### src/xcvr_cfg_pkg.sv
// constants and types for the transceiver configuration and sleep bank
//
// What this block does
// - config bit e picks the voice processor clock rate: 0 fast, 1 half rate.
// - config bit d picks the oscillator offset: measured when 0, software when 1.
// - config bit c sets hop pulse polarity, 0 positive, 1 negative, at once.
// - bits b..8 set search window width as twice the field plus one.
// - low byte is a negative threshold, sign-extended to 13 bits for use.
// - second config bit f at 1 stops antenna select toggling.
// - bits e..8 advance antenna switching by that many cycles, kept below 108; the code passes all 7 bits through unclamped, up to 127.
// - low byte write sets sleep length in 4 ms frames, 1 to 255.
// - low byte read gives frames left when wake input ended sleep, 0 if expired.
// - state bit f enables fast synthesizer reload after sleep, reset 0.
// - state bit e holds the codec clock high during sleep when set.
// - state bit d holds the voice processor clock high when set, reset 0.
// - voice clock stops or restarts within two periods, keeping pulse widths.
// - state bit c picks bit-sync loop gain: nominal, or divided by 64.
// - state bit b lets the frequency loop update; cleared keeps last estimate.
// - state bit a globally enables transmit; reset disabled.
// - bits 8..7 pick search scope; bit 9 picks marker word or alternate pattern.
// - state bit 6 enables hop pulse emission on its pin.
// - bits 5 and 4 read back; a one-to-zero write clears their flag.
// - state bit 3 permits sleep; when 0 the sleep command does nothing.
// - wake input ending early with permission still set returns to sleep at once.
// - bits 2..1 set transceiver multiplexing mode; 10 reserved.
// - state bit 0 reads back; a zero-to-one write enters sleep.
package xcvr_cfg_pkg;
    // -----------------------------------------------------------------
    // register window
    // -----------------------------------------------------------------
    localparam logic [2:0] ADDR_RX_CFG_A = 3'h0;
    localparam logic [2:0] ADDR_ANT_SLEEP = 3'h1;
    localparam logic [2:0] ADDR_STATE_CTRL = 3'h2;
    localparam logic [1:0] BANK_THIS = 2'h3;
    localparam logic [15:0] RX_CFG_A_RESET = 16'h0000;
    localparam logic [15:0] ANT_SLEEP_RESET = 16'h0001;
    localparam logic [15:0] STATE_CTRL_RESET = 16'h0000;
    localparam logic [15:0] READ_ZERO = 16'h0000;
    localparam logic [7:0] DOZE_EXPIRED = 8'h00;
    localparam logic [7:0] DOZE_ONE = 8'h01;
    localparam int THRESH_EXT_W = 13;
    // -----------------------------------------------------------------
    // field layouts
    // -----------------------------------------------------------------
    typedef struct packed {
        logic must_be_one;
        logic proc_clock_rate_sel;
        logic bias_source_sw;
        logic hop_pulse_polarity;
        logic [3:0] window_code;
        logic [7:0] bias_threshold;
    } rx_cfg_a_s;
    typedef struct packed {
        logic diversity_switch_disable;
        logic [6:0] diversity_switch_advance;
        logic [7:0] doze_length;
    } ant_sleep_s;
    typedef struct packed {
        logic fast_synth_reload;
        logic codec_clock_freeze;
        logic voice_proc_clock_freeze;
        logic symbol_loop_gain_sel;
        logic bias_update_en;
        logic tx_enable;
        logic frame_marker_sel;
        logic [1:0] search_scope;
        logic hop_enable;
        logic acquisition_flag_clear;
        logic frame_begin_clear;
        logic doze_permit;
        logic [1:0] transceiver_mux_sel;
        logic doze_command;
    } state_ctrl_s;
    typedef enum logic [1:0] {SCOPE_NONE, SCOPE_WINDOW, SCOPE_FULL, SCOPE_UNUSED} search_scope_e;
    typedef enum logic [1:0] {
        PLAIN_MUX_MODE, INVERTING_MUX_MODE, MUX_RESERVED, FULL_ACCESS_MUX_MODE
    } transceiver_mux_e;
endpackage
### src/transceiver_config_sleep_regs.sv
// configuration, state and sleep registers of bank 3 with clock outputs
`timescale 1ns/10ps
module transceiver_config_sleep_regs #(
    parameter int FAST_HALF = 1,
    parameter int SLOW_HALF = 2,
    parameter int CODEC_HALF = 4
) (
    input wire logic clk,
    input wire logic rst_n,
    input wire logic [1:0] bank_sel,
    input wire logic [2:0] ext_addr,
    input wire logic ext_wr,
    input wire logic ext_rd,
    input wire logic [15:0] ext_wdata,
    output logic [15:0] ext_rdata,
    input wire logic wake_pin,
    input wire logic frame_tick,
    input wire logic hop_event,
    input wire logic antenna_tick,
    input wire logic acq_event,
    input wire logic frame_begin_event,
    output logic voice_proc_clock_pin,
    output logic codec_clock_pin,
    output logic hop_pulse_pin,
    output logic diversity_select_a,
    output logic diversity_select_b,
    output logic [6:0] diversity_switch_advance,
    output logic rf_front_end_on,
    output logic doze_active,
    output logic acquisition_flag,
    output logic frame_begin_flag,
    output logic bias_source_sw,
    output logic [4:0] search_window_bits,
    output logic [12:0] bias_threshold_ext,
    output xcvr_cfg_pkg::state_ctrl_s state_ctrl
);
    // -----------------------------------------------------------------
    // register file
    // -----------------------------------------------------------------
    xcvr_cfg_pkg::rx_cfg_a_s cfg_a_q, cfg_a_d;
    xcvr_cfg_pkg::ant_sleep_s ant_q, ant_d;
    xcvr_cfg_pkg::state_ctrl_s st_q, st_d;
    logic [15:0] rdata_q, rdata_d;
    logic [7:0] frames_left_q, frames_left_d;
    logic wr_a, wr_ant, wr_st, rd_hit;
    logic cmd_rise;

    function automatic logic hit(input logic [1:0] bank, input logic [2:0] a,
                                 input logic [2:0] want);
        hit = (bank == xcvr_cfg_pkg::BANK_THIS) && (a == want);
    endfunction

    assign wr_a = ext_wr && hit(bank_sel, ext_addr, xcvr_cfg_pkg::ADDR_RX_CFG_A);
    assign wr_ant = ext_wr && hit(bank_sel, ext_addr, xcvr_cfg_pkg::ADDR_ANT_SLEEP);
    assign wr_st = ext_wr && hit(bank_sel, ext_addr, xcvr_cfg_pkg::ADDR_STATE_CTRL);
    assign rd_hit = ext_rd && (bank_sel == xcvr_cfg_pkg::BANK_THIS);

    xcvr_cfg_pkg::state_ctrl_s wst;
    assign wst = xcvr_cfg_pkg::state_ctrl_s'(ext_wdata);
    assign cmd_rise = wr_st && wst.doze_command && !st_q.doze_command;

    always_comb
    begin
        cfg_a_d = cfg_a_q;
        ant_d = ant_q;
        st_d = st_q;
        rdata_d = rdata_q;
        if (wr_a)
            cfg_a_d = xcvr_cfg_pkg::rx_cfg_a_s'(ext_wdata);
        if (wr_ant)
            ant_d = xcvr_cfg_pkg::ant_sleep_s'(ext_wdata);
        if (wr_st)
            st_d = wst;
        if (rd_hit)
        begin
            unique case (ext_addr)
                xcvr_cfg_pkg::ADDR_ANT_SLEEP:
                    rdata_d = {8'h00, frames_left_q};
                xcvr_cfg_pkg::ADDR_STATE_CTRL:
                    rdata_d = st_q;
                default:
                    rdata_d = xcvr_cfg_pkg::READ_ZERO;
            endcase
        end
    end

    always_ff @(posedge clk or negedge rst_n)
    begin
        if (!rst_n)
        begin
            cfg_a_q <= xcvr_cfg_pkg::RX_CFG_A_RESET;
            ant_q <= xcvr_cfg_pkg::ANT_SLEEP_RESET;
            st_q <= xcvr_cfg_pkg::STATE_CTRL_RESET;
            rdata_q <= xcvr_cfg_pkg::READ_ZERO;
        end
        else
        begin
            cfg_a_q <= cfg_a_d;
            ant_q <= ant_d;
            st_q <= st_d;
            rdata_q <= rdata_d;
        end
    end

    assign ext_rdata = rdata_q;
    assign state_ctrl = st_q;
    assign bias_source_sw = cfg_a_q.bias_source_sw;
    assign search_window_bits = {cfg_a_q.window_code, 1'b1};
    assign bias_threshold_ext = {{(xcvr_cfg_pkg::THRESH_EXT_W - 8){cfg_a_q.bias_threshold[7]}},
                                 cfg_a_q.bias_threshold};
    assign diversity_switch_advance = ant_q.diversity_switch_advance;

    // -----------------------------------------------------------------
    // status flags
    // -----------------------------------------------------------------
    logic acq_q, acq_d, fb_q, fb_d;
    logic acq_clr, fb_clr;
    assign acq_clr = wr_st && st_q.acquisition_flag_clear && !wst.acquisition_flag_clear;
    assign fb_clr = wr_st && st_q.frame_begin_clear && !wst.frame_begin_clear;

    always_comb
    begin
        // set beats a clear landing in the same cycle
        acq_d = acq_event || (acq_q && !acq_clr);
        fb_d = frame_begin_event || (fb_q && !fb_clr);
    end

    always_ff @(posedge clk or negedge rst_n)
    begin
        if (!rst_n)
        begin
            acq_q <= 1'b0;
            fb_q <= 1'b0;
        end
        else
        begin
            acq_q <= acq_d;
            fb_q <= fb_d;
        end
    end

    assign acquisition_flag = acq_q;
    assign frame_begin_flag = fb_q;

    // -----------------------------------------------------------------
    // sleep sequencer
    // -----------------------------------------------------------------
    typedef enum logic [1:0] {AWAKE, DOZING, KEY_WOKEN} doze_e;
    doze_e doze_q, doze_d;
    logic [7:0] count_q, count_d;
    logic wake_s1_q, wake_s2_q;

    always_ff @(posedge clk or negedge rst_n)
    begin
        if (!rst_n)
        begin
            wake_s1_q <= 1'b0;
            wake_s2_q <= 1'b0;
        end
        else
        begin
            wake_s1_q <= wake_pin;
            wake_s2_q <= wake_s1_q;
        end
    end

    always_comb
    begin
        doze_d = doze_q;
        count_d = count_q;
        frames_left_d = frames_left_q;
        unique case (doze_q)
            AWAKE:
                if (cmd_rise && st_q.doze_permit)
                begin
                    doze_d = DOZING;
                    count_d = ant_q.doze_length;
                end
            DOZING:
                if (wake_s2_q)
                begin
                    doze_d = KEY_WOKEN;
                    frames_left_d = count_q;
                end
                else if (frame_tick)
                begin
                    if (count_q <= xcvr_cfg_pkg::DOZE_ONE)
                    begin
                        doze_d = AWAKE;
                        count_d = xcvr_cfg_pkg::DOZE_EXPIRED;
                        frames_left_d = xcvr_cfg_pkg::DOZE_EXPIRED;
                    end
                    else
                        count_d = count_q - 8'h01;
                end
            KEY_WOKEN:
                if (!wake_s2_q)
                    // permission left set means straight back to sleep
                    doze_d = st_q.doze_permit ? DOZING : AWAKE;
            default:
                doze_d = AWAKE;
        endcase
    end

    always_ff @(posedge clk or negedge rst_n)
    begin
        if (!rst_n)
        begin
            doze_q <= AWAKE;
            count_q <= xcvr_cfg_pkg::DOZE_EXPIRED;
            frames_left_q <= xcvr_cfg_pkg::DOZE_EXPIRED;
        end
        else
        begin
            doze_q <= doze_d;
            count_q <= count_d;
            frames_left_q <= frames_left_d;
        end
    end

    assign doze_active = (doze_q == DOZING);
    assign rf_front_end_on = (doze_q == DOZING);

    // -----------------------------------------------------------------
    // clock outputs, hop pulse, antenna diversity
    // -----------------------------------------------------------------
    logic vclk_q, vclk_d, cclk_q, cclk_d;
    logic [2:0] vcnt_q, vcnt_d, ccnt_q, ccnt_d;
    logic hop_q, hop_d, ant_sel_q, ant_sel_d;
    logic [2:0] vhalf;

    // half length sampled each cycle, so a rate change lands on a whole half-period
    assign vhalf = cfg_a_q.proc_clock_rate_sel ? 3'(SLOW_HALF) : 3'(FAST_HALF);

    always_comb
    begin
        vclk_d = vclk_q;
        vcnt_d = vcnt_q + 3'h1;
        if (vcnt_q + 3'h1 >= vhalf)
        begin
            vcnt_d = 3'h0;
            // freezing only stops the high-to-low edge, so no short pulse
            if (!(vclk_q && st_q.voice_proc_clock_freeze))
                vclk_d = !vclk_q;
        end
        cclk_d = cclk_q;
        ccnt_d = ccnt_q + 3'h1;
        if (ccnt_q + 3'h1 >= 3'(CODEC_HALF))
        begin
            ccnt_d = 3'h0;
            if (!(cclk_q && st_q.codec_clock_freeze && doze_active))
                cclk_d = !cclk_q;
        end
        hop_d = (hop_event && st_q.hop_enable) ^ cfg_a_q.hop_pulse_polarity;
        ant_sel_d = ant_sel_q;
        if (antenna_tick && !ant_q.diversity_switch_disable)
            ant_sel_d = !ant_sel_q;
    end

    always_ff @(posedge clk or negedge rst_n)
    begin
        if (!rst_n)
        begin
            vclk_q <= 1'b0;
            cclk_q <= 1'b0;
            vcnt_q <= 3'h0;
            ccnt_q <= 3'h0;
            hop_q <= 1'b0;
            ant_sel_q <= 1'b0;
        end
        else
        begin
            vclk_q <= vclk_d;
            cclk_q <= cclk_d;
            vcnt_q <= vcnt_d;
            ccnt_q <= ccnt_d;
            hop_q <= hop_d;
            ant_sel_q <= ant_sel_d;
        end
    end

    assign voice_proc_clock_pin = vclk_q;
    assign codec_clock_pin = cclk_q;
    assign hop_pulse_pin = hop_q;
    assign diversity_select_a = !ant_sel_q;
    assign diversity_select_b = ant_sel_q;

    // -----------------------------------------------------------------
    // checks
    // -----------------------------------------------------------------
    a_cfg_reads_zero: assert property (@(posedge clk) disable iff (!rst_n)
        rd_hit && ext_addr == xcvr_cfg_pkg::ADDR_RX_CFG_A |=> ext_rdata == 16'h0000)
        else $error("config read not zero");
    a_flag_clear_edge: assert property (@(posedge clk) disable iff (!rst_n)
        acq_clr && !acq_event |=> !acquisition_flag)
        else $error("acquisition flag not cleared");
    a_flag_set_wins: assert property (@(posedge clk) disable iff (!rst_n)
        acq_event |=> acquisition_flag)
        else $error("acquisition event lost");
    a_doze_needs_permit: assert property (@(posedge clk) disable iff (!rst_n)
        doze_q == AWAKE && !st_q.doze_permit |=> doze_q == AWAKE)
        else $error("sleep entered without permission");
    a_doze_entry: assert property (@(posedge clk) disable iff (!rst_n)
        doze_q == AWAKE && cmd_rise && st_q.doze_permit |=> doze_active
        && count_q == $past(ant_q.doze_length))
        else $error("sleep command not taken");
    a_wake_capture: assert property (@(posedge clk) disable iff (!rst_n)
        doze_active && wake_s2_q |=> doze_q == KEY_WOKEN && frames_left_q == $past(count_q))
        else $error("wake count not captured");
    a_resleep_permit: assert property (@(posedge clk) disable iff (!rst_n)
        doze_q == KEY_WOKEN && !wake_s2_q && st_q.doze_permit |=> doze_active)
        else $error("did not return to sleep");
    // four cycles of freeze leave room for one slow half-period to finish
    a_vclk_freeze: assert property (@(posedge clk) disable iff (!rst_n)
        st_q.voice_proc_clock_freeze[*4] |-> voice_proc_clock_pin)
        else $error("voice clock not frozen high");
    a_vclk_width: assert property (@(posedge clk) disable iff (!rst_n)
        $rose(voice_proc_clock_pin) && cfg_a_q.proc_clock_rate_sel |=> voice_proc_clock_pin)
        else $error("voice clock runt");
    a_hop_polarity: assert property (@(posedge clk) disable iff (!rst_n)
        !hop_event |=> hop_pulse_pin == $past(cfg_a_q.hop_pulse_polarity))
        else $error("hop idle level wrong");
    a_ant_hold: assert property (@(posedge clk) disable iff (!rst_n)
        ant_q.diversity_switch_disable |=> $stable(diversity_select_a))
        else $error("antenna switched while disabled");

    c_doze_expire: cover property (@(posedge clk) disable iff (!rst_n)
        doze_active ##1 doze_q == AWAKE);
    c_key_wake: cover property (@(posedge clk) disable iff (!rst_n)
        doze_q == KEY_WOKEN ##1 doze_active);
    c_flag_clear: cover property (@(posedge clk) disable iff (!rst_n)
        acquisition_flag ##1 !acquisition_flag);
endmodule // transceiver_config_sleep_regs

### config.mk
export PLATFORM = sky130hd
export DESIGN_NAME = transceiver_config_sleep_regs
export DESIGN_NICKNAME = d
export VERILOG_FILES = /design/src/xcvr_cfg_pkg.sv /design/src/transceiver_config_sleep_regs.sv
export SDC_FILE = /design/constraint.sdc
export NUM_CORES = 1
export LEC_CHECK = 0
export BUFFER_PORTS_ARGS = -buffer_cell sky130_fd_sc_hd__buf_2
export CORE_MARGIN = 2
export CORE_UTILIZATION = 35
export DETAILED_ROUTE_END_ITERATION = 10
export PLACE_DENSITY_LB_ADDON = 0.25
export SYNTH_ARGS = -nofsm -noshare
export SYNTH_HDL_FRONTEND = slang
export SYNTH_SLANG_ARGS = --single-unit
### constraint.sdc
create_clock -name clk -period 5.67 [get_ports clk]
set_clock_uncertainty 0.15 [all_clocks]
set_input_delay 1.134 -clock clk [delete_from_list [all_inputs] [get_ports clk]]
set_output_delay 1.134 -clock clk [all_outputs]
set_load 0.01 [all_outputs]
## Word level (Yosys, flattened, before mapping)

Index checks and enable logic that the tools add are counted.

- RAM bits: 0
- Memory bits (read-only): 0
- Logic and storage cells: 117
- Register bits after elaboration: 95
- Input port bits: 31
- Memories kept: 0
- Latch bits: 0
- Output and inout port bits: 67

- Reductions and logical operators: 42
- Muxes and demuxes: 19
- Divide/modulo/power cells: 0
- Bitwise gates (word level): 3
- Multiply operators: 0
- $lt $le $gt $ge: 3
- Shift-type cells: 0
- Eq/ne operators: 11
- Add/sub/neg operators: 3

Operator list:

| cell | count |
|---|---|
| $mux 8 | 7 |
| $pmux 16 s2 | 1 |
| $logic_and 1x1->1 | 21 |
| $pmux 8 s2 | 1 |
| $mux 2 | 6 |
| $logic_not 1->1 | 9 |
| $le 8x1->1 const B | 1 |
| $ne 2x2->1 const B | 4 |
| $reduce_and 4->1 | 2 |
| $sub 8x1->8 const B | 1 |
| $add 3x1->3 const B | 2 |
| $mux 3 | 2 |
| $pmux 2 s3 | 1 |
| $reduce_bool 2->1 | 3 |
| $eq 2x2->1 const B | 2 |
| $reduce_and 2->1 | 2 |
| $eq 3x1->1 const B | 1 |
| $eq 3x2->1 const B | 1 |
| $ge 3x2->1 | 1 |
| $ge 3x3->1 const B | 1 |
| $logic_not 3->1 | 1 |
| $ne 3x1->1 const B | 1 |
| $ne 3x2->1 const B | 1 |
| $reduce_and 3->1 | 1 |
| other kinds (6) | 8 |

## Longest topological paths before layout

- Depth in word-level cells: 8
- Depth in mapped cells: 6
- Gate-level depth less buffers: 6

## Worst setup path after synthesis

No wires, ideal clock.

- Path kind: input to register
- Start: input ext_wr
- End: register count_q[1]
- Slack: 3.003 ns
- Data required time: 5.395 ns
- Stages on the path: 6
- Setup time: 0.125 ns
- Buffers on the path: 2
- Data arrival time: 2.393 ns
- Cells stage by stage: and3_1 > clkbuf_1 > and4_1 > clkbuf_1 > nor2_2 > mux2_2

- Longest elaborated chain between the ends: 6

Ends and longest elaborated chain:

| what | line | RTL |
|---|---|---|
| from (decl) | transceiver_config_sleep_regs.sv:12 | `input wire logic ext_wr,` |
| $logic_and 1x1->1 | transceiver_config_sleep_regs.sv:55 | `assign wr_st = ext_wr && hit(bank_sel, ext_addr, xcvr_cfg_pkg::ADDR_STATE_CTRL);` |
| $logic_and 1x1->1 (2 in a row) | transceiver_config_sleep_regs.sv:60 | `assign cmd_rise = wr_st && wst.doze_command && !st_q.doze_command;` |
| $logic_and 1x1->1 | transceiver_config_sleep_regs.sv:174 | `if (cmd_rise && st_q.doze_permit)` |
| $ne 2x2->1 (no source line) | - |  |
| $reduce_and 4->1 (no source line) | - |  |
| to (signal assigned) | transceiver_config_sleep_regs.sv:210 | `count_q <= xcvr_cfg_pkg::DOZE_EXPIRED;` |
| to (signal assigned) | transceiver_config_sleep_regs.sv:216 | `count_q <= count_d;` |
| to (decl) | transceiver_config_sleep_regs.sv:150 | `logic [7:0] count_q, count_d;` |

No other way between the ends.
A chain may end at the register's enable or synchronous reset.

## Worst setup path after layout

- Start: input bank_sel[0]
- End: register rdata_q[1], in the netlist ext_rdata[1]

- Longest elaborated chain between the ends: 2

Ends and longest elaborated chain:

| what | line | RTL |
|---|---|---|
| from (decl) | transceiver_config_sleep_regs.sv:10 | `input wire logic [1:0] bank_sel,` |
| $eq 2x2->1 | transceiver_config_sleep_regs.sv:56 | `assign rd_hit = ext_rd && (bank_sel == xcvr_cfg_pkg::BANK_THIS);` |
| $logic_and 1x1->1 | transceiver_config_sleep_regs.sv:56 |  |
| to (signal assigned) | transceiver_config_sleep_regs.sv:94 | `rdata_q <= xcvr_cfg_pkg::READ_ZERO;` |
| to (signal assigned) | transceiver_config_sleep_regs.sv:101 | `rdata_q <= rdata_d;` |
| to (decl) | transceiver_config_sleep_regs.sv:43 | `logic [15:0] rdata_q, rdata_d;` |

No other way between the ends.

==> flow_summary.yaml <==
status:
  status: "complete, no violations"
timing:
  setup_tns_ps: 0
  rsz0062_at_grt: "no"
  worstMarginPinSlew_ps: 1020
  hold_ws_ps: 197
  timing.fmax_mhz: 312
  report.final.slew_viol_count: 0
  period_minus_slack_ps: 3210
  hold_violations: 0
  setup_viol: 0
  slew_headroom_pct: 32.0
  post-route-period-util_pct: 56.6
clocking:
  clockRootBuffer: "clkbuf_16"
  cts_hold_buf: 0
  post_cts_resize_count: 0
  cts_made_buffers: 9
  clkTransAtPathRegs_ps: 60
  clock_latency_ps: 340
  cts_setup_buffers: 0
  cts_tree: "done"
  cts.htree.levels: 3
  clock_path_buffers: 2
  clock-sinks: 95
logic_synthesis:
  synthCells: 317
  yosysSeqAreaShare_pct: 57.5
  synth_cell_types: 57
  synth_seq_cells: 95
  postSynth.asyncResetShare_pct: 100
  yosys.area.top_type_share_pct: 56.8
  yosysTopAreaCell: "dfrtp_1"
  avgSynthCellArea_um2: 13.1
  synth_edf_count: 0
  ys_top_cells_by_count: "94 x dfrtp_1, 48 x mux2_2, 26 x buf_4"
  ys_warn_count: 0
  synth.most_common_cell: "dfrtp_1"
  synthTopCellsByArea: "dfrtp_1 57%, mux2_2 13%, buf_4 4.7%"
  syn_area_mm2: 0.00414
  synth-main-ff-cell: "dfrtp_1"
placed_design:
  io_buffer_count: 96
  dp.cells: 520
  dp_hpwl_um: 6710
  routabilityCongestion: 0.903
layout:
  syn_to_final_growth_pct: 17.0
  fill_cells: 1111
  post-route-util_pct: 42.2
  antenna_cells: 0
  layout-drive-gt1-share_pct: 42.9
  nNetsFinal: 425
  stdcell_count: 535
setup_path:
  worstPathArrival_ps: 3330
  path_class: "primary input to flop"
  cp-end-kind: "flop"
  required_ps: 5790
  cp_max_fo: 18
  cp-start-kind: "primary input"
  rr_worst_depth: 4
route:
  drc_errors: 0
  via_per_inst: 5.16
  final_antenna_net_count: 0
  drtPass1Iterations: 4
  drt-total-wl_um: 9600
  vias: 2758
  wl_per_cell_um: 17.9
  drt_iter0_markers: 177
grt:
  grt_remaining_overflow: 0
  grt_max_degree: 64
  antenna_found_initial: 0
  grt.total_usage_pct: 15.6
  grt_pass1_wl_um: 15200
  grt_pass1_vias: 2796
floorplan:
  top_level_ports: 98
  die_x_um: 113
  die_h_um: 113
  dieArea_mm2: 0.0127
  coreArea_mm2: 0.0115
  start_util_pct: 36.1
  rows: 39
power:
  ir_worst_vdd_uv: 162
  power_density_mw_per_mm2: 363
  leakagePower_nw: 2.45
min_path:
  hp-class: "flop to flop"
  min_delay_path_depth: 0
run:
  drv_cap: 0
layout by cell type (no fill, tap or decap), types with 4 or more instances in the layout:
cell type	Yosys	layout
ha_1	6	6
nor3_1	4	4
inv_1	16	16
nand2_1	8	8
dfrtp_1	94	94
a22o_1	16	16
a21oi_1	4	4
o2bb2ai_1	5	5
nor2_1	9	9
mux2_2	48	48
buf_2	5	95
a222oi_1	8	8
clkbuf_16	0	9
a22oi_1	4	4
layout make-up:
class	count	area, um2	share of cell area (%)
repair buffers	97	490	10.1
flip-flops and latches	95	2380	49.1
well taps	143	179	3.69
inverters	17	63.8	1.32
multi-input cells	168	1460	30.0
clock buffers	13	260	5.37
clock inverters	2	16.3	0.336
through the flow:
stage / area, um2 / worst slack (ps) / total power, mW
after global routing: 4840 / 2260 / 1.87
after floorplan: 4140 / 3000 / 1.10
after global placement: 4570 / 2100 / 1.20
after detailed placement: 4570 / 2090 / 1.22
final: 4840 / 2460 / 1.76
after CTS: 4840 / 2450 / 1.79
layer usage:
| layer | routed length (um) | vias to the layer above | share of wire (%) | track usage, % |
|---|---|---|---|---|
| li1 | - | 1274 | - | - |
| met1 | 4300 | 1401 | 45 | 20.7 |
| met2 | 4670 | 74 | 49 | 25.0 |
| met3 | 532 | 9 | 5.5 | 4.07 |
| met4 | 103 | 0 | 1.1 | 5.53 |
| met5 | 0 | - | 0 | 0 |
worst max-delay path: stages:
cell and delay, ps:
buf_2 80, nand3_1 630, nor4b_4 1110, a222oi_1 260, inv_1 100
flip-flops by register name, indices dropped and copies added (netlist names), 2 cells and up:
signal / count
ext_rdata: 16
state_ctrl: 16
ant_q: 9
bias_threshold_ext: 8
count_q: 8
frames_left_q: 8
diversity_switch_advance: 7
search_window_bits: 4
ccnt_q: 3
vcnt_q: 3
cfg_a_q: 2
doze_q: 2
final timing paths:
path / start / end / slack, ps
setup reg to reg: doze_q[1]$_DFFE_PN0P_ / count_q[1]$_DFFE_PN0P_ / 3430
max in group asynchronous: rst_n / state_ctrl[11]$_DFFE_PN0N_ / 3630
min in group asynchronous: rst_n / bias_threshold_ext[3]$_DFFE_PN0P_ / 600
hold reg to reg: wake_s1_q$_DFF_PN0_ / wake_s2_q$_DFF_PN0_ / 200
setup / recovery: bank_sel[0] / ext_rdata[1]$_DFFE_PN0P_ / 2460
hold / removal: wake_s1_q$_DFF_PN0_ / wake_s2_q$_DFF_PN0_ / 200
cells by family (layout without fill, tap and decap cells):
family | count (synthesis) | count (layout) | share of synthesized area [%]
AO/OA/AOI/OAI | 56 | 56 | 10.9
flip-flops | 95 | 95 | 57.5
multiplexers | 49 | 49 | 13.3
buffers and inverters | 55 | 129 | 7.68
other | 2 | 3 | 0.181
XOR/XNOR | 4 | 4 | 0.847
AND/OR/NAND/NOR | 50 | 50 | 7.77
adder cells (fa/ha/maj) | 6 | 6 | 1.81
power by group:
| group | switching (mW) | total, mW | internal [mW] |
|---|---|---|---|
| clock network | 0.242 | 0.562 | 0.320 |
| registers | 0.0832 | 0.872 | 0.789 |
| logic | 0.162 | 0.326 | 0.164 |
Note: power is estimated with default switching activity, not from simulation.
